**config.mk**
```make
export PLATFORM = sky130hd
export DESIGN_NAME = pmc_top
export DESIGN_NICKNAME = d
export VERILOG_FILES = /design/src/design/pmc_pkg.sv /design/src/design/pmc_top.sv
export SDC_FILE = /design/constraint.sdc
export NUM_CORES = 2
export LEC_CHECK = 0
export ABC_CLOCK_PERIOD_IN_PS = 22000
export BUFFER_PORTS_ARGS = -buffer_cell sky130_fd_sc_hd__buf_2
export CORE_AREA = 10 10 310 312
export CTS_CLUSTER_DIAMETER = 30
export CTS_CLUSTER_SIZE = 25
export DETAILED_ROUTE_END_ITERATION = 8
export DIE_AREA = 0 0 320 322
export PLACE_DENSITY = 0.75
export RECOVER_POWER = 25
export SLEW_MARGIN = 40
export SYNTH_ARGS = -nofsm -noshare
export SYNTH_HDL_FRONTEND = slang
export SYNTH_SLANG_ARGS = --single-unit
```
**constraint.sdc**
```tcl
create_clock -name CLK -period 22 [get_ports CLK]
set_input_delay 2.2 -clock CLK [delete_from_list [all_inputs] [get_ports CLK]]
set_output_delay 2.2 -clock CLK [all_outputs]
set_load 0.01 [all_outputs]
```
**src/design/pmc_pkg.sv**
```systemverilog
package pmc_pkg;
    // register addresses as seen on the register port
    localparam logic [31:0] IPC_ADDR = 32'h10001F40;
    localparam logic [31:0] RSVD_A_ADDR = 32'h10001F42;
    localparam logic [31:0] RSVD_B_ADDR = 32'h10001F44;
    localparam logic [31:0] RSVD_C_ADDR = 32'h10001F46;
    localparam logic [31:0] MAP_BASE_ADDR = 32'h20080010;

    // local-bus windows onto the backplane
    localparam logic [31:0] IO_WIN_LO = 32'h10000000;
    localparam logic [31:0] IO_WIN_HI = 32'h10001FFF;
    localparam logic [31:0] MEM_WIN_LO = 32'h14000000;
    localparam logic [31:0] MEM_WIN_HI = 32'h143FFFFF;

    // interprocessor communication register fields
    localparam int IPC_MEMERR_BIT = 15;
    localparam int IPC_INVAL_BIT = 14;
    localparam int IPC_DBIE_BIT = 6;
    localparam int IPC_EAE_BIT = 5;
    localparam int IPC_DBRQ_BIT = 0;

    // map base register fields, bits outside read as zero
    localparam int MAP_BASE_LSB = 15;
    localparam int MAP_BASE_MSB = 28;
    localparam logic [3:0] LONG_BE = 4'hF;

    // page map register in memory
    localparam int PMR_VALID_BIT = 31;
    localparam int PAGE_LSB = 9;
    localparam logic [8:0] PAGE_LAST_BYTE = 9'h1FF;

    // cache geometry
    localparam int ENTRIES = 16;
    localparam int ENTRY_IDX_W = 4;

    // doorbell interrupt identity
    localparam logic [15:0] DB_VECTOR = 16'h0204;
    localparam logic [4:0] DB_LEVEL = 5'h14;
    localparam logic [4:0] BR_AFTER_LEVEL = 5'h17;

    // level-14 sources in falling priority
    localparam logic [1:0] SRC_CONSOLE = 2'h0;
    localparam logic [1:0] SRC_TIMER = 2'h1;
    localparam logic [1:0] SRC_DOORBELL = 2'h2;
    localparam logic [1:0] SRC_BR4 = 2'h3;

    // cache entry: valid in 33, tag in 32:20, page in 19:0
    typedef struct packed {
        logic entry_valid_flag;
        logic [12:0] cached_page_tag;
        logic [19:0] page;
    } pmc_entry_type;

    typedef enum logic [1:0] {ST_IDLE, ST_LOOK, ST_FETCH} pmc_xlat_type;
    typedef enum logic [1:0] {IK_IDLE, IK_DIN, IK_IAK} pmc_iak_type;
endpackage

```
**src/design/pmc_top.sv**
```systemverilog
`timescale 1ns/1ps
module pmc_top (
    // clock and reset
    input wire logic CLK,
    input wire logic RST_N,
    // register port
    input wire logic REG_WR,
    input wire logic REG_RD,
    input wire logic [31:0] REG_ADDR,
    input wire logic [3:0] REG_BE,
    input wire logic [31:0] REG_WDATA,
    input wire logic REG_LOCAL_MASTER,
    output logic [31:0] REG_RDATA,
    // dma address translation
    input wire logic DMA_REQ,
    input wire logic [21:0] DMA_ADDR,
    output logic DMA_READY,
    output logic DMA_GRANT,
    output logic DMA_NORESP,
    output logic [28:0] DMA_MEM_ADDR,
    input wire logic DMA_DONE,
    input wire logic [21:0] DMA_END_ADDR,
    // map register fetch from memory
    output logic MEM_RD_REQ,
    output logic [28:0] MEM_RD_ADDR,
    input wire logic MEM_RD_ACK,
    input wire logic [31:0] MEM_RD_DATA,
    // map register written by the cpu
    input wire logic MAPREG_WR,
    input wire logic [12:0] MAPREG_PAGE,
    // error and reset events
    input wire logic DMA_ERR_SET,
    input wire logic DMA_ERR_CLR,
    input wire logic LOCAL_TIMER_EXP,
    input wire logic IO_RESET_WR,
    input wire logic DC_POWER_GOOD,
    input wire logic CFG_DC_POWER_GOOD_HALT,
    // cpu local bus to backplane address
    input wire logic [31:0] LB_ADDR,
    output logic LB_IO_HIT,
    output logic LB_MEM_HIT,
    output logic [21:0] BUS_ADDR,
    output logic BUS_BBS7,
    // level-14 interrupt sources
    input wire logic CONSOLE_IRQ,
    input wire logic TIMER_IRQ,
    input wire logic DB_GRANT,
    output logic IRQ14,
    output logic [1:0] IRQ14_SRC,
    output logic [15:0] IRQ14_VECTOR,
    output logic [4:0] IRQ_LEVEL,
    // backplane interrupt requests and acknowledge
    input wire logic [3:0] BUS_BR,
    output logic [3:0] BR_PENDING,
    input wire logic IAK_START,
    output logic BUS_DIN,
    output logic BUS_IAK,
    input wire logic BUS_RPLY,
    input wire logic [15:0] BUS_DATA,
    output logic [15:0] IAK_VECTOR,
    output logic IAK_DONE
);
    import pmc_pkg::*;

    typedef struct packed {
        pmc_entry_type [ENTRIES-1:0] ent;
        logic [ENTRY_IDX_W-1:0] fifo_ptr;
        pmc_xlat_type st;
        logic [12:0] cur_tag;
        logic [8:0] cur_off;
        logic is_pf;
        logic pf_pend;
        logic [12:0] pf_tag;
        logic stale;
        logic mem_req;
        logic [28:0] mem_addr;
        logic grant;
        logic noresp;
        logic [28:0] dma_addr;
        logic memerr;
        logic db_ie;
        logic eae;
        logic db_rq;
        logic [MAP_BASE_MSB:MAP_BASE_LSB] map_base;
        logic [31:0] rdata;
        logic io_hit;
        logic mem_hit;
        logic [21:0] bus_addr;
        logic bbs7;
        logic irq14;
        logic [1:0] irq_src;
        logic [15:0] irq_vec;
        logic [4:0] irq_lvl;
        logic [2:0] dc_power_good_s;
        logic [3:0] br_s1;
        logic [3:0] br_s2;
        logic rply_s1;
        logic rply_s2;
        logic [15:0] data_s1;
        logic [15:0] data_s2;
        pmc_iak_type ik;
        logic din;
        logic iak;
        logic [15:0] iak_vec;
        logic iak_done;
    } pmc_state_type;

    pmc_state_type q, d;
    logic [1:0] rst_sync_q;
    logic rst_n;
    logic hit;
    logic [ENTRY_IDX_W-1:0] hit_idx;
    logic pwr_clr;
    logic ipc_lo_wr, ipc_hi_wr, base_wr, inval_all;

    // reset release through two flops, assertion stays asynchronous
    always_ff @(posedge CLK or negedge RST_N) begin
        if (!RST_N) begin
            rst_sync_q <= 2'h0;
        end else begin
            rst_sync_q <= {rst_sync_q[0], 1'b1};
        end
    end
    assign rst_n = rst_sync_q[1];

    // associative compare against every tag at once
    always_comb begin
        hit = 1'b0;
        hit_idx = '0;
        for (int i = 0; i < ENTRIES; i++) begin
            if (q.ent[i].entry_valid_flag && q.ent[i].cached_page_tag == q.cur_tag) begin
                hit = 1'b1;
                hit_idx = ENTRY_IDX_W'(i);
            end
        end
    end

    // decode of register accesses and clearing events
    assign pwr_clr = q.dc_power_good_s[2] & ~q.dc_power_good_s[1] & ~CFG_DC_POWER_GOOD_HALT;
    assign ipc_lo_wr = REG_WR && REG_ADDR == IPC_ADDR && REG_BE[0];
    assign ipc_hi_wr = REG_WR && REG_ADDR == IPC_ADDR && REG_BE[1];
    assign base_wr = REG_WR && REG_ADDR == MAP_BASE_ADDR && REG_BE == LONG_BE;
    assign inval_all = pwr_clr | IO_RESET_WR | base_wr | (ipc_hi_wr & REG_WDATA[IPC_INVAL_BIT]);

    always_comb begin
        d = q;
        d.grant = 1'b0;
        d.noresp = 1'b0;
        d.iak_done = 1'b0;
        // pin synchronisers, first stage feeds only the second
        d.dc_power_good_s = {q.dc_power_good_s[1:0], DC_POWER_GOOD};
        d.br_s1 = BUS_BR;
        d.br_s2 = q.br_s1;
        d.rply_s1 = BUS_RPLY;
        d.rply_s2 = q.rply_s1;
        d.data_s1 = BUS_DATA;
        d.data_s2 = q.data_s1;
        // flush and single-entry invalidate
        for (int i = 0; i < ENTRIES; i++) begin
            if (inval_all || (MAPREG_WR && q.ent[i].cached_page_tag == MAPREG_PAGE)) begin
                d.ent[i].entry_valid_flag = 1'b0;
            end
        end
        if (q.st == ST_FETCH && (inval_all || (MAPREG_WR && MAPREG_PAGE == q.cur_tag))) begin
            d.stale = 1'b1; // a fetch in flight must not refill a flushed cache
        end
        // page-end transfer queues a prefetch of the following page
        if (DMA_DONE && DMA_END_ADDR[8:0] == PAGE_LAST_BYTE) begin
            d.pf_pend = 1'b1;
            d.pf_tag = DMA_END_ADDR[21:PAGE_LSB] + 13'h0001;
        end
        // translation sequencer; prefetch wins over a new transfer
        unique case (q.st)
            ST_IDLE: begin
                d.stale = 1'b0;
                if (q.pf_pend) begin
                    d.pf_pend = DMA_DONE && DMA_END_ADDR[8:0] == PAGE_LAST_BYTE;
                    d.cur_tag = q.pf_tag;
                    d.is_pf = 1'b1;
                    d.st = ST_LOOK;
                end else if (DMA_REQ) begin
                    d.cur_tag = DMA_ADDR[21:PAGE_LSB];
                    d.cur_off = DMA_ADDR[8:0];
                    d.is_pf = 1'b0;
                    d.st = ST_LOOK;
                end
            end
            ST_LOOK: begin
                if (!q.eae) begin
                    d.noresp = ~q.is_pf;
                    d.st = ST_IDLE;
                end else if (hit) begin
                    d.grant = ~q.is_pf;
                    d.dma_addr = {q.ent[hit_idx].page, q.cur_off};
                    d.st = ST_IDLE;
                end else begin
                    d.mem_req = 1'b1;
                    d.mem_addr = {q.map_base, 15'h0000} + {14'h0000, q.cur_tag, 2'h0};
                    d.st = ST_FETCH;
                end
            end
            ST_FETCH: begin
                if (MEM_RD_ACK) begin
                    d.mem_req = 1'b0;
                    d.st = ST_IDLE;
                    if (MEM_RD_DATA[PMR_VALID_BIT]) begin
                        if (!q.stale && !d.stale) begin
                            d.ent[q.fifo_ptr] = {1'b1, q.cur_tag, MEM_RD_DATA[19:0]};
                            d.fifo_ptr = q.fifo_ptr + 4'h1;
                        end
                        d.grant = ~q.is_pf;
                        d.dma_addr = {MEM_RD_DATA[19:0], q.cur_off};
                    end else begin
                        d.noresp = ~q.is_pf;
                    end
                end
            end
            default: d.st = ST_IDLE;
        endcase
        // memory error bit: set wins over any clear
        if ((ipc_hi_wr && REG_WDATA[IPC_MEMERR_BIT]) || pwr_clr || IO_RESET_WR || DMA_ERR_CLR) begin
            d.memerr = 1'b0;
        end
        if (DMA_ERR_SET || LOCAL_TIMER_EXP) begin
            d.memerr = 1'b1;
        end
        // enables are writable only while the local side is master
        if (ipc_lo_wr && REG_LOCAL_MASTER) begin
            d.db_ie = REG_WDATA[IPC_DBIE_BIT];
            d.eae = REG_WDATA[IPC_EAE_BIT];
        end
        if (pwr_clr || IO_RESET_WR) begin
            d.db_ie = 1'b0;
        end
        if (pwr_clr) begin
            d.eae = 1'b0;
        end
        // doorbell request: grant clears, a new write-one wins
        if (DB_GRANT) begin
            d.db_rq = 1'b0;
        end
        if (ipc_lo_wr && REG_WDATA[IPC_DBRQ_BIT] && q.db_ie) begin
            d.db_rq = 1'b1;
        end
        if (!d.db_ie || pwr_clr) begin
            d.db_rq = 1'b0;
        end
        // map base survives bus initialize; only a longword write loads it
        if (base_wr) begin
            d.map_base = REG_WDATA[MAP_BASE_MSB:MAP_BASE_LSB];
        end
        // register read data, reserved words and unused bits as zero
        d.rdata = 32'h00000000;
        if (REG_RD && REG_ADDR == IPC_ADDR) begin
            d.rdata[IPC_MEMERR_BIT] = q.memerr;
            d.rdata[IPC_DBIE_BIT] = q.db_ie;
            d.rdata[IPC_EAE_BIT] = q.eae;
            d.rdata[IPC_DBRQ_BIT] = q.db_rq;
        end else if (REG_RD && REG_ADDR == MAP_BASE_ADDR) begin
            d.rdata[MAP_BASE_MSB:MAP_BASE_LSB] = q.map_base;
        end
        // local-bus windows onto backplane io and memory space
        d.io_hit = LB_ADDR >= IO_WIN_LO && LB_ADDR <= IO_WIN_HI;
        d.mem_hit = LB_ADDR >= MEM_WIN_LO && LB_ADDR <= MEM_WIN_HI;
        d.bbs7 = d.io_hit;
        if (d.io_hit) begin
            d.bus_addr = {9'h000, LB_ADDR[12:0]};
        end else if (d.mem_hit) begin
            d.bus_addr = LB_ADDR[21:0];
        end else begin
            d.bus_addr = 22'h000000;
        end
        // level-14 ranking: console, timers, doorbell, then BR4
        d.irq14 = 1'b1;
        d.irq_vec = 16'h0000;
        d.irq_lvl = DB_LEVEL;
        if (CONSOLE_IRQ) begin
            d.irq_src = SRC_CONSOLE;
        end else if (TIMER_IRQ) begin
            d.irq_src = SRC_TIMER;
        end else if (q.db_rq) begin
            d.irq_src = SRC_DOORBELL;
            d.irq_vec = DB_VECTOR;
        end else if (q.br_s2[0]) begin
            d.irq_src = SRC_BR4;
            d.irq_lvl = BR_AFTER_LEVEL;
        end else begin
            d.irq14 = 1'b0;
            d.irq_src = SRC_CONSOLE;
        end
        // bus interrupt acknowledge: DIN first, IAK one cycle later, both held until reply
        unique case (q.ik)
            IK_IDLE: begin
                if (IAK_START && q.br_s2 != 4'h0) begin
                    d.din = 1'b1;
                    d.ik = IK_DIN;
                end
            end
            IK_DIN: begin
                d.iak = 1'b1;
                d.ik = IK_IAK;
            end
            IK_IAK: begin
                if (q.rply_s2) begin
                    d.iak_vec = q.data_s2;
                    d.iak_done = 1'b1;
                    d.din = 1'b0;
                    d.iak = 1'b0;
                    d.ik = IK_IDLE;
                end
            end
            default: d.ik = IK_IDLE;
        endcase
    end
    // one register for all state; sync reset copy clears it asynchronously
    always_ff @(posedge CLK or negedge rst_n) begin
        if (!rst_n) begin
            q <= '0; // flags and map base start clear
        end else begin
            q <= d;
        end
    end
    // outputs straight from state
    assign REG_RDATA = q.rdata;
    assign DMA_READY = q.st == ST_IDLE && !q.pf_pend;
    assign DMA_GRANT = q.grant;
    assign DMA_NORESP = q.noresp;
    assign DMA_MEM_ADDR = q.dma_addr;
    assign MEM_RD_REQ = q.mem_req;
    assign MEM_RD_ADDR = q.mem_addr;
    assign LB_IO_HIT = q.io_hit;
    assign LB_MEM_HIT = q.mem_hit;
    assign BUS_ADDR = q.bus_addr;
    assign BUS_BBS7 = q.bbs7;
    assign IRQ14 = q.irq14;
    assign IRQ14_SRC = q.irq_src;
    assign IRQ14_VECTOR = q.irq_vec;
    assign IRQ_LEVEL = q.irq_lvl;
    assign BR_PENDING = q.br_s2;
    assign BUS_DIN = q.din;
    assign BUS_IAK = q.iak;
    assign IAK_VECTOR = q.iak_vec;
    assign IAK_DONE = q.iak_done;
endmodule

```
==> flow_summary_export.csv <==
group,metric,value,unit
timing,slew-limit-headroom,-1.45,
layout,final_layout_size_suffix_gt1_frac,0.359,
floorplan,io_pins,395,
clocking,ctsHoldBuffers,0,
detailed_routing,wire_per_inst,23.3,microns
floorplan,row_count,110,
layout,seq_area,19500,sq um
critical_path,crit_top_cell,"clkbuf_1",
clocking,cts_root_buf,"clkbuf_16",
logic_synthesis,ys_ff_latch,780,
logic_synthesis,postSynthAreaPerCell,11.9,sq um
clocking,numCtsBuffers,161,
detailed_routing,via_per_inst,5.73,
critical_path,slowest_delay,2.72,ns
global_routing,groute.usage.overall,0.217,
logic_synthesis,synthMuxAreaShare,0.181,
layout,final_cells,4892,
timing,fmax,0.146,GHz
logic_synthesis,synth_cell_type_count,85,
run,cap_violations,7,
critical_path,r2r_cells,3,
floorplan,coreArea,89600,sq um
timing,slew_violations,397,
layout,final_common_cell,"dfrtp_1",
layout,multi_input_area,18000,sq um
layout,area_growth,18.1,%
logic_synthesis,syn_inst,3374,
detailed_routing,dr.first_iter.drc_count,2523,
status,status,"complete, but fails checks",
place,gp_congestion,0.880,
worst_hold_path,whs_path_depth,0,
status,failed_checks,"capacitance limit, slew limit",
power_and_ir_drop,ir_drop,0.0848,mV
detailed_routing,wl,114000,microns
critical_path,worst-endpoint-arrival,7.63,ns
global_routing,antenna_found_initial,9,
clocking,cts_resized,0,
critical_path,rr_startpoint,"rst_sync_q[1]",
critical_path,worstPathRequired,22.78,ns
logic_synthesis,synth-xor-area-share,0.0993,
critical_path,cp-end-kind,"asynchronous set/reset pin",
layout,fill_cells,7280,
timing,rsz0062_at_grt,"no",
floorplan,initial_core_util,0.446,
timing,final.setup.tns,0,ns
place,hpwlAfterDp,68800,microns
clocking,clk_latency,0.76,ns
logic_synthesis,ys.flop_type,"dfrtp_1",
logic_synthesis,synth_top_family_by_area,"multiplexers",
critical_path,cp_max_fo,80,
logic_synthesis,ys_seq_area_frac,0.488,
clocking,htreeDepth,4,
detailed_routing,drt_pass1_iterations,6,
power_and_ir_drop,powerDensity,99.0,nW/um^2
global_routing,grt_overflow,0,
layout,most-common-layout-cells,"dfrtp_1 (767), mux2_2 (568), xnor2_1 (352), buf_2 (332), nand2_1 (217)",
critical_path,crit_chain,"clkbuf_1 -> clkbuf_1 -> buf_6",
logic_synthesis,synth_adder_area_share,0.00282,
critical_path,start_kind,"flip-flop",
timing,final-hold-violation-count,0,
logic_synthesis,yosysWarnings,0,
clocking,clkTransAtPathRegs,0.05,ns
worst_hold_path,hp-class,"reg2reg",
timing,fin_crit,6.85,ns
clocking,tritoncts,"done",
global_routing,grt_max_degree,81,
critical_path,reg2reg_slack,15.15,ns
critical_path,cp.buffers_inverters,3,
global_routing,grt_pass1_wl,174000,microns
critical_path,cp_top_family,"buffers and inverters",
timing,hold_slack,0.341,ns
timing,skew,0.0482,ns
logic_synthesis,syn_area,40000,sq um
power_and_ir_drop,power.leakage,21.9,nW
clocking,clk_path_buf_depth,3,
logic_synthesis,synth-compound-area-share,0.0585,
place,numPortBuffers,337,
global_routing,grt_pass1_vias,29356,
worst_hold_path,worst_hold_path.endpoint,"q[53]",
place,dp_cells,4585,
critical_path,crit_start,"rst_sync_q[1]",
layout,finalNetCount,3810,
detailed_routing,vias,28012,
logic_synthesis,synth-edff-count,0,
timing,setup_viol,0,
detailed_routing,drc,0,
floorplan,die_h,322,microns
clocking,cts_setup_buffers,0,
critical_path,crit_type,"reg2async",
floorplan,dieArea,103000,sq um
floorplan,die_w,320,microns
detailed_routing,ant_nets,0,
critical_path,cp_slowest_cell,"clkbuf_1",
logic_synthesis,yosys.area_share.simple,0.100,
worst_hold_path,hold_start,"d[53]",
timing,tightest_slew,3.67,ns
logic_synthesis,ys_async_sr_fraction,1.00,
timing,period_share,0.311,
clocking,cts_num_sinks,780,
==> through the flow <==
step	worst slack [ns]	instance area, sq um	total power [mW]	util
after floorplan	9.33	40100	2.01	-
after global placement	15.07	41200	2.14	0.460
after detailed placement	15.24	41400	2.15	0.462
after CTS	16.00	47200	4.70	0.527
after global routing	13.91	47200	4.83	0.527
final	15.15	47200	4.67	0.527
==> worst max path at each step <==
stage | end | slack (ns) | cells after the start
final | asynchronous set/reset pin | 15.15 | 3
after CTS | flip-flop | 16.00 | 13
after global placement | flip-flop | 15.07 | 12
after floorplan | BR_PENDING[0] | 9.33 | 0
after global routing | asynchronous set/reset pin | 13.91 | 3
after detailed placement | flip-flop | 15.24 | 13
==> power breakdown <==
group	switching (mW)	internal, mW	leakage [nW]
clock network	0.860	1.67	2.81
registers	0.0667	1.50	10.6
logic	0.367	0.209	8.44
==> synthesized netlist by cell type, drive strengths merged (23+ instances only) <==
master  instances  area share
dfrtp         780        0.49
mux2          600        0.17
xnor2         363       0.082
buf           289       0.054
nand2         220       0.021
nand4         155       0.024
clkbuf        108       0.010
xor2           77       0.017
nor4           65       0.012
a21oi          58      0.0075
and3           57      0.0090
inv            57      0.0053
nand3          55      0.0069
nor2           55      0.0052
mux2i          49       0.012
a21o           34      0.0066
o21ai          34      0.0043
and2           28      0.0044
a221oi         23      0.0050
==> layer usage <==
layer | part of all wire | global-route usage | vias to the layer above | wire (microns)
li1 | - | - | 12200 | -
met1 | 0.40 | 0.270 | 14233 | 45600
met2 | 0.48 | 0.353 | 1285 | 54200
met3 | 0.086 | 0.0537 | 288 | 9760
met4 | 0.038 | 0.0977 | 6 | 4370
met5 | 0.00032 | 0 | - | 36
==> worst register-to-register path, cell delays in order (launching register included) <==
cell      delay (ns)
dfrtp_1         1.03
clkbuf_1        2.25
clkbuf_1        2.74
buf_6           0.80
==> cell families after synthesis <==
kind of cell               after synthesis
xor gates and xnor gates               440
and+or+nand+nor                        733
other                                    2
DFF                                    780
AOI/OAI and AO/OA                      305
adders and majority gates                9
muxes                                  649
buffers and inverters                  456
==> final cells by class <==
| class | count | share of cell area |
|---|---|---|
| antenna | 4 | 0.000212 |
| clock buffer | 209 | 0.0950 |
| clock inverter | 94 | 0.0284 |
| inverter | 59 | 0.00469 |
| multi-input combinational | 2170 | 0.381 |
| sequential | 780 | 0.414 |
| tap | 1176 | 0.0312 |
| timing repair buffer | 400 | 0.0463 |
Note: power is estimated with default switching activity, not from simulation.
